**src/rtl/fabpc_pkg.sv**
```systemverilog
package fabpc_pkg;
  localparam int CLK_NS = 20;
  localparam int ADDR_W = 18;
  localparam int DATA_W = 16;
  localparam int RD_RECOVERY_NS = 300;
  localparam int WR_RECOVERY_NS = 215;
  localparam int RD_RECOVERY_CYC = (RD_RECOVERY_NS + CLK_NS - 1) / CLK_NS;
  localparam int WR_RECOVERY_CYC = (WR_RECOVERY_NS + CLK_NS - 1) / CLK_NS;
  localparam int SETUP_CYC = 2;
  localparam int STROBE_CYC = 3;
  localparam int HOLD_CYC = 1;
  localparam int READ_CYC = 5;
  localparam int CNT_W = 5;
  localparam logic [1:0] OP_READ = 2'h0;
  localparam logic [1:0] OP_WRITE = 2'h1;
  localparam logic [1:0] OP_IDENT = 2'h2;
  localparam logic [7:0] CMD_PROGRAM = 8'h40;
  typedef enum logic [2:0] {FABPC_DOWN, FABPC_WAKE, FABPC_IDLE, FABPC_SETUP,
    FABPC_ACTIVE, FABPC_HOLD, FABPC_DATA} fabpc_state_t;
endpackage

```
**src/rtl/fabpc_host.sv**
```systemverilog
`timescale 1ns/1ns
module fabpc_host
  import fabpc_pkg::*;
(
  input wire logic clk_in,
  input wire logic sys_rst_in,
  input wire logic req_valid_in,
  input wire logic [1:0] req_op_in,
  input wire logic [ADDR_W-1:0] req_addr_in,
  input wire logic [DATA_W-1:0] req_wdata_in,
  input wire logic req_byte_in,
  input wire logic req_program_in,
  input wire logic powerdown_req_in,
  input wire logic [DATA_W-1:0] mem_dq_in,
  output logic req_ready_out,
  output logic resp_valid_out,
  output logic [DATA_W-1:0] resp_rdata_out,
  output logic [ADDR_W-1:0] mem_addr_out,
  output logic [DATA_W-1:0] mem_dq_out,
  output logic [DATA_W-1:0] mem_dq_oe_out,
  output logic chip_select_n_out,
  output logic output_gate_n_out,
  output logic write_strobe_n_out,
  output logic width_word_out,
  output logic powerdown_reset_n_out,
  output logic signature_hv_pin_out
);

  fabpc_state_t state, next_state;
  logic [CNT_W-1:0] cnt, next_cnt;
  logic [1:0] op, next_op;
  logic byte_mode, next_byte_mode;
  logic prog_pend, next_prog_pend;
  logic [ADDR_W-1:0] addr, next_addr;
  logic [DATA_W-1:0] wdata, next_wdata;
  logic [DATA_W-1:0] rdata, next_rdata;
  logic [CNT_W-1:0] wr_gap, next_wr_gap;
  logic resp, next_resp;

  function automatic logic [DATA_W-1:0] fabpc_lane_mask(input logic bytew);
    // byte mode: lane fifteen is an address bit, lanes 8..14 float
    fabpc_lane_mask = bytew ? {1'b1, 7'h00, 8'hFF} : 16'hFFFF;
  endfunction

  ////////////////////////////////////////////////////////////////////
  always_comb
  begin
    next_state = state;
    next_cnt = (cnt != '0) ? cnt - 1'b1 : cnt;
    next_op = op;
    next_byte_mode = byte_mode;
    next_prog_pend = prog_pend;
    next_addr = addr;
    next_wdata = wdata;
    next_rdata = rdata;
    next_resp = 1'b0;
    next_wr_gap = (wr_gap != '0) ? wr_gap - 1'b1 : wr_gap;
    case (state)
      FABPC_DOWN:
      begin
        if (!powerdown_req_in)
        begin
          next_state = FABPC_WAKE;
          next_cnt = CNT_W'(RD_RECOVERY_CYC);
          next_wr_gap = CNT_W'(WR_RECOVERY_CYC);
        end
      end
      FABPC_WAKE:
      begin
        // recovery wait, read and write delays both run out
        if (cnt == '0 && wr_gap == '0)
          next_state = FABPC_IDLE;
      end
      FABPC_IDLE:
      begin
        if (powerdown_req_in)
        begin
          next_state = FABPC_DOWN;
          next_prog_pend = 1'b0;
        end
        else if (req_valid_in)
        begin
          next_op = req_op_in;
          next_byte_mode = req_byte_in;
          next_addr = req_addr_in;
          next_wdata = (req_op_in == OP_WRITE && req_program_in) ?
            {8'h00, CMD_PROGRAM} : req_wdata_in;
          next_prog_pend = (req_op_in == OP_WRITE) && req_program_in;
          next_state = FABPC_SETUP;
          next_cnt = CNT_W'(SETUP_CYC);
        end
      end
      FABPC_SETUP:
      begin
        if (cnt == '0)
        begin
          next_state = FABPC_ACTIVE;
          next_cnt = CNT_W'((op == OP_WRITE) ? STROBE_CYC : READ_CYC);
        end
      end
      FABPC_ACTIVE:
      begin
        if (cnt == '0)
        begin
          if (op != OP_WRITE)
            next_rdata = mem_dq_in & fabpc_lane_mask(byte_mode);
          next_state = FABPC_HOLD;
          next_cnt = CNT_W'(HOLD_CYC);
        end
      end
      FABPC_HOLD:
      begin
        if (cnt == '0)
        begin
          if (prog_pend)
          begin
            next_prog_pend = 1'b0;
            next_wdata = req_wdata_in;
            next_state = FABPC_SETUP;
            next_cnt = CNT_W'(SETUP_CYC);
          end
          else
          begin
            next_state = FABPC_DATA;
            next_resp = 1'b1;
          end
        end
      end
      FABPC_DATA:
        next_state = FABPC_IDLE;
      default:
        next_state = FABPC_DOWN;
    endcase
    if (powerdown_req_in && state != FABPC_DOWN && state != FABPC_IDLE)
    begin
      next_state = FABPC_DOWN;
      next_prog_pend = 1'b0;
      next_resp = 1'b0;
    end
  end

  always_ff @(posedge clk_in)
  begin
    if (sys_rst_in)
    begin
      state <= FABPC_DOWN;
      cnt <= '0;
      op <= OP_READ;
      byte_mode <= 1'b0;
      prog_pend <= 1'b0;
      addr <= '0;
      wdata <= '0;
      rdata <= '0;
      resp <= 1'b0;
      wr_gap <= '0;
    end
    else
    begin
      state <= next_state;
      cnt <= next_cnt;
      op <= next_op;
      byte_mode <= next_byte_mode;
      prog_pend <= next_prog_pend;
      addr <= next_addr;
      wdata <= next_wdata;
      rdata <= next_rdata;
      resp <= next_resp;
      wr_gap <= next_wr_gap;
    end
  end

  ////////////////////////////////////////////////////////////////////
  logic next_cs_n, next_oe_n, next_we_n, next_pwd_n, next_hv, next_wordw;
  logic [DATA_W-1:0] next_dq_oe;
  logic bus_on;

  always_comb
  begin
    bus_on = (next_state == FABPC_SETUP) || (next_state == FABPC_ACTIVE) ||
      (next_state == FABPC_HOLD);
    next_cs_n = !bus_on;
    next_oe_n = !((next_op != OP_WRITE) && bus_on);
    next_we_n = !((next_op == OP_WRITE) && next_state == FABPC_ACTIVE);
    next_pwd_n = (next_state != FABPC_DOWN);
    next_hv = (next_op == OP_IDENT) && bus_on;
    next_wordw = !next_byte_mode;
    // writes drive lanes; byte reads drive lane fifteen only
    next_dq_oe = '0;
    if (bus_on && next_op == OP_WRITE)
      next_dq_oe = fabpc_lane_mask(next_byte_mode);
    else if (bus_on && next_byte_mode)
      next_dq_oe = 16'h8000;
  end

  always_ff @(posedge clk_in)
  begin
    if (sys_rst_in)
    begin
      chip_select_n_out <= 1'b1;
      output_gate_n_out <= 1'b1;
      write_strobe_n_out <= 1'b1;
      powerdown_reset_n_out <= 1'b0;
      signature_hv_pin_out <= 1'b0;
      width_word_out <= 1'b1;
      mem_dq_oe_out <= '0;
      mem_addr_out <= '0;
      mem_dq_out <= '0;
      req_ready_out <= 1'b0;
      resp_valid_out <= 1'b0;
      resp_rdata_out <= '0;
    end
    else
    begin
      chip_select_n_out <= next_cs_n;
      output_gate_n_out <= next_oe_n;
      write_strobe_n_out <= next_we_n;
      powerdown_reset_n_out <= next_pwd_n;
      signature_hv_pin_out <= next_hv;
      width_word_out <= next_wordw;
      mem_dq_oe_out <= next_dq_oe;
      mem_addr_out <= next_addr;
      mem_dq_out <= next_byte_mode ? {next_addr[0], 7'h00, next_wdata[7:0]} : next_wdata;
      req_ready_out <= (next_state == FABPC_IDLE) && !powerdown_req_in;
      resp_valid_out <= next_resp;
      resp_rdata_out <= next_rdata;
    end
  end

  ////////////////////////////////////////////////////////////////////
  // cycles since the powerdown pin rose, saturating
  logic [CNT_W-1:0] wake_age, next_wake_age;

  always_comb
  begin
    next_wake_age = wake_age;
    if (!powerdown_reset_n_out)
      next_wake_age = '0;
    else if (wake_age != '1)
      next_wake_age = wake_age + 1'b1;
  end

  always_ff @(posedge clk_in)
  begin
    if (sys_rst_in)
      wake_age <= '0;
    else
      wake_age <= next_wake_age;
  end

  chk_wake_wait: assert property (@(posedge clk_in) disable iff (sys_rst_in)
    $rose(powerdown_reset_n_out) |-> chip_select_n_out [*8])
    else $error("access too soon after powerdown release");
  chk_wake_full: assert property (@(posedge clk_in) disable iff (sys_rst_in)
    !chip_select_n_out |-> wake_age >= CNT_W'(RD_RECOVERY_CYC))
    else $error("select before read recovery ended");
  chk_read_gate: assert property (@(posedge clk_in) disable iff (sys_rst_in)
    !output_gate_n_out |-> chip_select_n_out == 1'b0 && write_strobe_n_out)
    else $error("gate active outside read");
  chk_dq_float: assert property (@(posedge clk_in) disable iff (sys_rst_in)
    (!output_gate_n_out || chip_select_n_out) |->
    mem_dq_oe_out == ((chip_select_n_out || width_word_out) ? 16'h0000 : 16'h8000))
    else $error("host drives lanes during read or idle");
  chk_strobe_cs: assert property (@(posedge clk_in) disable iff (sys_rst_in)
    $rose(write_strobe_n_out) |-> !chip_select_n_out && $stable(mem_addr_out))
    else $error("address moved at strobe rise");
  chk_pwd_abort: assert property (@(posedge clk_in) disable iff (sys_rst_in)
    powerdown_req_in |-> ##1 (chip_select_n_out && !powerdown_reset_n_out))
    else $error("powerdown did not abort");
  chk_pwd_quiet: assert property (@(posedge clk_in) disable iff (sys_rst_in)
    !powerdown_reset_n_out |-> chip_select_n_out && write_strobe_n_out)
    else $error("bus active in powerdown");
  chk_byte_float: assert property (@(posedge clk_in) disable iff (sys_rst_in)
    !width_word_out |-> mem_dq_oe_out[14:8] == 7'h00)
    else $error("middle lanes driven in byte mode");
  chk_hv_read: assert property (@(posedge clk_in) disable iff (sys_rst_in)
    signature_hv_pin_out |-> write_strobe_n_out && !chip_select_n_out)
    else $error("identifier level outside read");
  cov_read: cover property (@(posedge clk_in) $fell(output_gate_n_out));
  cov_write: cover property (@(posedge clk_in) $rose(write_strobe_n_out));
  cov_ident: cover property (@(posedge clk_in) $rose(signature_hv_pin_out));
  cov_wake: cover property (@(posedge clk_in) $rose(powerdown_reset_n_out));
endmodule

```
**config.mk**
```make
export PLATFORM = sky130hd
export DESIGN_NAME = fabpc_host
export DESIGN_NICKNAME = d
export VERILOG_FILES = /design/src/rtl/fabpc_pkg.sv /design/src/rtl/fabpc_host.sv
export SDC_FILE = /design/constraint.sdc
export NUM_CORES = 1
export LEC_CHECK = 0
export BUFFER_PORTS_ARGS = -buffer_cell sky130_fd_sc_hd__buf_2
export CAP_MARGIN = 20
export CORE_MARGIN = 2
export CORE_UTILIZATION = 53
export DETAILED_ROUTE_END_ITERATION = 12
export PLACE_DENSITY = 0.91
export SLEW_MARGIN = 5
export SYNTH_ARGS = -nofsm -noshare
export SYNTH_HDL_FRONTEND = slang
export SYNTH_SLANG_ARGS = --single-unit
```
**constraint.sdc**
```tcl
create_clock -name clk_in -period 4.15 [get_ports clk_in]
set_clock_uncertainty 0.2 [all_clocks]
set_input_delay 0 -clock clk_in [delete_from_list [all_inputs] [get_ports clk_in]]
set_output_delay 0 -clock clk_in [all_outputs]
set_load 0.03 [all_outputs]
```
==> metrics.md, run 1 <==
| Metric | Value |
|---|---|
| Sequential area share after synthesis | `47.0%` |
| N_diodes | `0` |
| Synth cell types | `53` |
| Initial Utilization | `54.5%` |
| Routability cong. | `0.852` |
| Final WL | `12400 um` |
| Synth Area in XOR/XNOR | `0.957%` |
| CP Max Fanout | `16` |
| Slowest cell delay on critical path | `0.69 ns` |
| Clk sinks | `86` |
| Fmax | `307 MHz` |
| Pre-antenna DRT Iters | `5` |
| CTS buffer count | `9` |
| Final hold vios | `0` |
| PortBufs | `131` |
| CTS tree | `built` |
| Slew @ Worst Pin | `1.02 ns` |
| Layout Nets | `669` |
| Syn. warnings | `0` |
| Largest net degree at the start of global routing | `53` |
| Multi-input gate area | `0.00163 mm^2` |
| Hold Crit Class | `primary input to flip-flop` |
| Global-route wire length before repair | `19200 um` |
| Syn Inst Count | `434` |
| DP HPWL | `6190 um` |
| Post-route setup TNS | `0 ns` |
| CP delay by family, top | `simple AND/OR/NAND/NOR gates` |
| CP Launch Type | `flip-flop` |
| Synth Area in Simple Gates | `25.0%` |
| CP Capture Type | `flip-flop` |
| Die height | `87.1 um` |
| Setup bufs post-CTS | `0` |
| Gr ovfl total | `0` |
| Leading cell type in the layout, fill and taps excluded | `buf_2` |
| I/O pins | `132` |
| Fin crit period | `3.26 ns` |
| Fin. max-slew vios | `0` |
| Die X | `87.1 um` |
| Dpl cell area | `0.00417 mm^2` |
| Critical-path cell list | `inv_1 > ha_1 > nor4b_4 > nand3_1 > nand2_1 > a21oi_1 > dlygate4sd3_1` |
| Synth Area in Adders | `1.37%` |
| Max Cap Viol | `0` |
| Resized Gates After CTS | `0` |
| Worst-Skew Late Latency | `0.37 ns` |
| H-tree depth | `3` |
| Main combinational cell family by area after synthesis | `simple AND/OR/NAND/NOR gates` |
| Mapped Area | `0.00366 mm^2` |
| Clk pin slew, worst setup/hold paths | `0.10 ns` |
| Die area | `0.00759 mm^2` |
| Final Cell Area | `0.00513 mm^2` |
| Syn nets | `496` |
| Avg Inst Size Synth | `8.43 um^2` |
| Routed via count | `3987` |
| EDFF count, synth | `0` |
| Most frequent cells in the layout | `131 x buf_2, 86 x dfxtp_1, 78 x nand2_1, 75 x dlygate4sd3_1, 50 x a21oi_1` |
| Crit path kind | `flip-flop to flip-flop` |
| Root Buffer | `clkbuf_8` |
| Worst EP arrival | `3.31 ns` |
| Area growth syn-to-layout | `40.2%` |
| Cell Pwr Density | `349 mW/mm^2` |
| Ys async rst share | `0%` |
| Top FF cell, synth | `dfxtp_1` |
| CP bufs+invs | `2` |
| Via/cell ratio | `5.76` |
| Core area | `0.00672 mm^2` |
| RSZ-0062 raised after global routing | `no` |
| Antenna violations before repair | `0` |
| FF/Latch Area | `0.00172 mm^2` |
| Fill count | `390` |
| CP max-delay cell | `nand3_1` |
| GRT Overall Usage | `32.7%` |
| Compound-gate portion of the synthesized area | `15.9%` |
| FP Rows | `30` |
| CP Data Required Time | `4.20 ns` |
| Final period util | `78.5%` |
| Status | `complete, no violations` |
| Leak pwr | `2.26 nW` |
| DRT iter0 DRCs | `319` |
| Vias in the first global route | `3948` |
| Max clock buf depth | `2` |
| Share of layout cells above drive strength 1 | `26.5%` |
| Peak VDD IR | `279 uV` |
| ANT nets after route | `0` |
| DRC violations left | `0` |
| Max_slew headroom | `31.7%` |
| Multiplexer share of the synthesized area | `0.991%` |
| WL/cell | `18.0 um` |
| Final Setup Violations | `0` |
| Yosys reg bits | `86` |
| CTS Hold Bufs | `75` |
==> sequential cells by signal, indices dropped and copies added (netlist names), 2 cells and up <==
name / flops
mem_addr_out: 18
resp_rdata_out: 16
wdata: 16
mem_dq_out: 8
cnt: 5
wr_gap: 5
mem_dq_oe_out: 3
state: 3
op: 2
==> logic make-up (layout without fill, tap and decap cells) <==
| kind of cell | after synthesis | count (layout) |
|---|---|---|
| muxes | 3 | 3 |
| xor gates and xnor gates | 4 | 4 |
| adders and majority gates | 4 | 4 |
| AOI/OAI and AO/OA | 92 | 92 |
| DFF | 86 | 86 |
| and+or+nand+nor | 186 | 186 |
| buffers and inverters | 59 | 237 |
==> worst paths after layout <==
path | startpoint | slack (ns) | cells past startpoint | end
setup reg to reg | cnt[1]$_SDFF_PP0_ | 0.89 | 7 | resp_rdata_out[2]$_SDFFE_PP0P_
setup / recovery | cnt[1]$_SDFF_PP0_ | 0.89 | 7 | resp_rdata_out[2]$_SDFFE_PP0P_
hold / removal | sys_rst_in | 0.09 | 3 | chip_select_n_out$_SDFF_PP1_
hold reg to reg | resp_rdata_out[12]$_SDFFE_PP0P_ | 0.26 | 2 | resp_rdata_out[12]$_SDFFE_PP0P_
==> synth_stat cells, drive strengths merged (2+ instances only) <==
library cell | n | area, um^2
a21oi | 50 | 250
nor2 | 42 | 158
or2 | 2 | 12.5
buf | 30 | 210
nor4b | 3 | 47.5
nor3 | 14 | 75.1
a211oi | 4 | 30.0
nor2b | 8 | 50.1
o21ai | 7 | 35.0
or4b | 2 | 23.8
xor2 | 3 | 26.3
or3 | 3 | 18.8
nor3b | 6 | 45.0
inv | 11 | 41.3
nand2b | 7 | 43.8
mux2 | 2 | 26.3
nand3b | 7 | 52.6
dfxtp | 86 | 1720
o211ai | 2 | 15.0
clkbuf | 18 | 67.6
nand3 | 4 | 20.0
nor4 | 4 | 31.3
a22oi | 16 | 120
ha | 4 | 50.1
nand2 | 78 | 293
and3 | 3 | 18.8
a31oi | 3 | 18.8
==> layer usage <==
| layer | vias to the layer above | global-route usage (%) | routed length, um |
|---|---|---|---|
| met5 | - | 0 | 0 |
| met1 | 1848 | 35.8 | 4510 |
| met3 | 63 | 7.49 | 1030 |
| met4 | 0 | 19.0 | 674 |
| met2 | 270 | 57.5 | 6220 |
| li1 | 1806 | - | - |
==> power breakdown <==
part | switching [mW] | leakage, nW | total [mW] | internal [mW]
logic | 0.158 | 1.47 | 0.298 | 0.141
registers | 0.0269 | 0.696 | 0.874 | 0.847
clock network | 0.333 | 0.0993 | 0.619 | 0.286
total | 0.517 | 2.26 | 1.79 | 1.27
==> stage by stage <==
stage | utilization (%) | power (mW) | setup WS, ns | std cells | hold slack [ns]
detailed placement | 62.1 | 1.13 | 1.17 | 601 | 0.0465
global route | 76.4 | 1.85 | 0.737 | 692 | 0.120
CTS | 76.4 | 1.77 | 1.13 | 692 | 0.0437
floorplan | - | 1.07 | 1.81 | 434 | -0.0640
global placement | 62.1 | 1.12 | 1.26 | 601 | 0.0400
finish | 76.4 | 1.79 | 0.893 | 692 | 0.0858
==> worst reg2reg max path, stage by stage (launching register included) <==
cell           delay (ns)
dfxtp_1              0.37
inv_1                0.07
ha_1                 0.20
nor4b_4              0.62
nand3_1              0.69
nand2_1              0.29
a21oi_1              0.11
dlygate4sd3_1        0.59
==> area by class of cell <==
cell class	count	share of cell area (%)
Clock inverter	7	1.59
Sequential cell	86	33.6
Multi-Input combinational cell	289	31.7
Timing Repair Buffer	210	28.0
Clock buffer	9	2.41
Tap cell	80	1.95
Inverter	11	0.805
Note: power is estimated with default switching activity, not from simulation.
==> run 2: changes to the inputs <==
--- a/config.mk
+++ b/config.mk
@@ -8,9 +8,9 @@
 export BUFFER_PORTS_ARGS = -buffer_cell sky130_fd_sc_hd__buf_2
 export CAP_MARGIN = 20
 export CORE_MARGIN = 2
-export CORE_UTILIZATION = 53
+export CORE_UTILIZATION = 45
 export DETAILED_ROUTE_END_ITERATION = 12
-export PLACE_DENSITY = 0.91
+export PLACE_DENSITY = 0.82
 export SLEW_MARGIN = 5
 export SYNTH_ARGS = -nofsm -noshare
 export SYNTH_HDL_FRONTEND = slang
==> constraint.sdc (replaced) <==
create_clock -name clk_in -period 2.72 [get_ports clk_in]
set_clock_uncertainty 0.2 [all_clocks]
set_input_delay 0 -clock clk_in [delete_from_list [all_inputs] [get_ports clk_in]]
set_output_delay 0 -clock clk_in [all_outputs]
set_load 0.03 [all_outputs]
==> run 2 against run 1 <==
- critical path depth up 1
- register-to-register slack worse by 0.71 ns
- via count down 7.1%
- cell area down 1.0%
- worst hold slack worse by 0.063 ns
- combinational power up 51%
- largest power group unchanged
==> metrics.md, run 2 (synthesis results as in run 1) <==
| Metric | Value |
|---|---|
| PnR worst setup slack | `0.184 ns (-0.709 ns)` |
| CP Capture Type | `flip-flop` |
| Pre-antenna DRT Iters | `6 (+1)` |
| Hold Crit Class | `primary input to flip-flop` |
| Max reg flops | `18 (unchanged)` |
| FF/Latch Area | `0.00172 mm^2 (unchanged)` |
| Routed via count | `3704 (-7.1%)` |
| Status | `complete, no violations` |
| Most flops, register | `mem_addr_out` |
| CTS buffer count | `9 (unchanged)` |
| Fin crit period | `2.54 ns (-0.721 ns)` |
| Worst-Skew Late Latency | `0.35 ns (-0.02 ns)` |
| Cell Pwr Density | `550 mW/mm^2 (+58%)` |
| Root Buffer | `clkbuf_8` |
| Gr ovfl total | `0 (unchanged)` |
| I/O pins | `132 (unchanged)` |
| Die area | `0.00887 mm^2 (+17%)` |
| Antenna violations before repair | `0 (unchanged)` |
| CTS tree | `built` |
| Peak VDD IR | `290 uV (+4.1%)` |
| Multi-input gate area | `0.00163 mm^2 (unchanged)` |
| Layout Nets | `661 (-1.2%)` |
| Clk pin slew, worst setup/hold paths | `0.09 ns (about the same)` |
| Worst EP arrival | `2.57 ns (-0.74 ns)` |
| Fmax | `394 MHz (+28%)` |
| Die X | `94.2 um (+8.1%)` |
| Hold endpoint | `wdata[6]$_SDFFE_PP0N_` |
| Leading cell type in the layout, fill and taps excluded | `buf_2` |
| FP Rows | `32 (+6.7%)` |
| Routability cong. | `0.919 (+7.9%)` |
| ANT nets after route | `0 (unchanged)` |
| N_diodes | `0 (unchanged)` |
| Worst r2r dst | `output_gate_n_out$_SDFF_PP1_` |
| Largest net degree at the start of global routing | `72 (+36%)` |
| Clk sinks | `86 (unchanged)` |
| Worst R2R Start | `cnt[0]$_SDFF_PP0_` |
| Max_slew headroom | `51.6% (+20 points)` |
| Fill count | `617 (+58%)` |
| Area growth syn-to-layout | `38.7%` |
| Max Cap Viol | `0 (unchanged)` |
| CP max-delay cell | `dfxtp_1` |
| Post-layout util | `65.0% (-11 points)` |
| DRC violations left | `0 (unchanged)` |
| Final hold vios | `0 (unchanged)` |
| H-tree depth | `3 (unchanged)` |
| WL/cell | `15.0 um (-16%)` |
| Final Non-Filler Cells | `706 (+2.0%)` |
| PortBufs | `131 (unchanged)` |
| R2r worst-path depth | `8 (+1)` |
| DP HPWL | `6780 um (+9.6%)` |
| Initial Utilization | `46.9% (-7.6 points)` |
| Final WL | `10600 um (-15%)` |
| Post-route setup TNS | `0 ns (unchanged)` |
| CP Data Required Time | `2.76 ns (-1.44 ns)` |
| Slowest cell delay on critical path | `0.34 ns (-0.35 ns)` |
| DRT iter0 DRCs | `251 (-21%)` |
| Most frequent cells in the layout | `131 x buf_2, 86 x dfxtp_1, 78 x nand2_1, 56 x dlygate4sd3_1, 50 x a21oi_1` |
| Max clock buf depth | `2 (unchanged)` |
| Global-route wire length before repair | `16800 um (-13%)` |
| Vias in the first global route | `3612 (-8.5%)` |
| CP Launch Type | `flip-flop` |
| Setup bufs post-CTS | `0 (unchanged)` |
| Via/cell ratio | `5.25 (-8.9%)` |
| DP Cell Count | `634 (+5.5%)` |
| Die height | `94.2 um (+8.1%)` |
| Hold Path Depth | `5 (+2)` |
| Hold path startpoint | `req_program_in` |
| Worst R2R Setup Slack | `0.18 ns (-0.71 ns)` |
| CP Max Fanout | `11 (-5)` |
| GRT Overall Usage | `24.0% (-8.7 points)` |
| Share of layout cells above drive strength 1 | `28.6% (+2.2 points)` |
| Pre-CTS setup slack | `0.212 ns (-0.955 ns)` |
| Slew @ Worst Pin | `0.725 ns (-0.292 ns)` |
| Final Setup Violations | `0 (unchanged)` |
| RSZ-0062 raised after global routing | `no` |
| Leak pwr | `2.20 nW (-2.6%)` |
| Crit path kind | `flip-flop to flip-flop` |
| Fin. max-slew vios | `0 (unchanged)` |
| Critical-path cell list | `inv_1 > ha_1 > nor4b_4 > inv_2 > nor3_1 > and4bb_1 > mux2_4 > or3_1` |
| Hold_ws | `0.0225 ns (-0.0633 ns)` |
| Largest regs | `mem_addr_out: 18 flops, resp_rdata_out: 16 flops, wdata: 16 flops` |
| Final period util | `93.2% (+15 points)` |
| Core area | `0.00781 mm^2 (+16%)` |
## run 2: power breakdown
group | total, mW | internal [mW] | switching (mW)
sequential | 1.34 | 1.29 | 0.0443
clock | 1.01 | 0.530 | 0.479
combinational | 0.449 | 0.224 | 0.225
## run 2: area by class of cell
cell class,count,area share [%]
multi-input cells,289,32.0
clock inverters,7,2.12
flip-flops and latches,86,33.9
inverters,11,0.813
well taps,102,2.51
clock buffers,9,2.44
repair buffers,202,26.2
## run 2: how the worst max path moves through the flow
| stage | end | from | depth (start not counted) | slack, ns |
|---|---|---|---|---|
| 2_1_floorplan | output_gate_n_out$_SDFF_PP1_ | wr_gap[0]$_SDFF_PP0_ | 7 | 0.38 |
| 3_3_place_gp | output_gate_n_out$_SDFF_PP1_ | wr_gap[0]$_SDFF_PP0_ | 7 | 0.33 |
| 3_5_place_dp | output_gate_n_out$_SDFF_PP1_ | cnt[0]$_SDFF_PP0_ | 8 | 0.21 |
| 4_1_cts | output_gate_n_out$_SDFF_PP1_ | cnt[0]$_SDFF_PP0_ | 8 | 0.18 |
| 5_1_grt | output_gate_n_out$_SDFF_PP1_ | cnt[0]$_SDFF_PP0_ | 8 | 0.03 |
| 6_report | output_gate_n_out$_SDFF_PP1_ | cnt[0]$_SDFF_PP0_ | 8 | 0.18 |
## run 2: per-layer routing
metal | vias to the layer above | routed length (um) | GRT usage (%)
li1 | 1790 | - | -
met1 | 1706 | 4310 | 27.5
met2 | 186 | 5220 | 42.4
met3 | 22 | 866 | 6.66
met4 | 0 | 220 | 8.70
met5 | - | 0 | 0
## run 2: what timing repair did
item | CTS | global route
gates resized for setup | 0 | 0
hold endpoints to repair | 73 | 0
hold buffers | 56 | 0
## run 2: stage by stage
step | total power [mW] | area, um^2
floorplan | 1.63 | 3660
global placement | 1.72 | 4280
detailed placement | 1.74 | 4280
CTS | 2.81 | 5080
global route | 2.93 | 5080
finish | 2.79 | 5080
## run 2: worst max-delay path: cells and delay by family (launching register included)
kind                     cells  cell delay, ns
AND/OR/NAND/NOR              4            1.07
buffers and inverters        2            0.27
flip-flops                   1            0.34
adder cells (fa/ha/maj)      1            0.21
multiplexers                 1            0.33
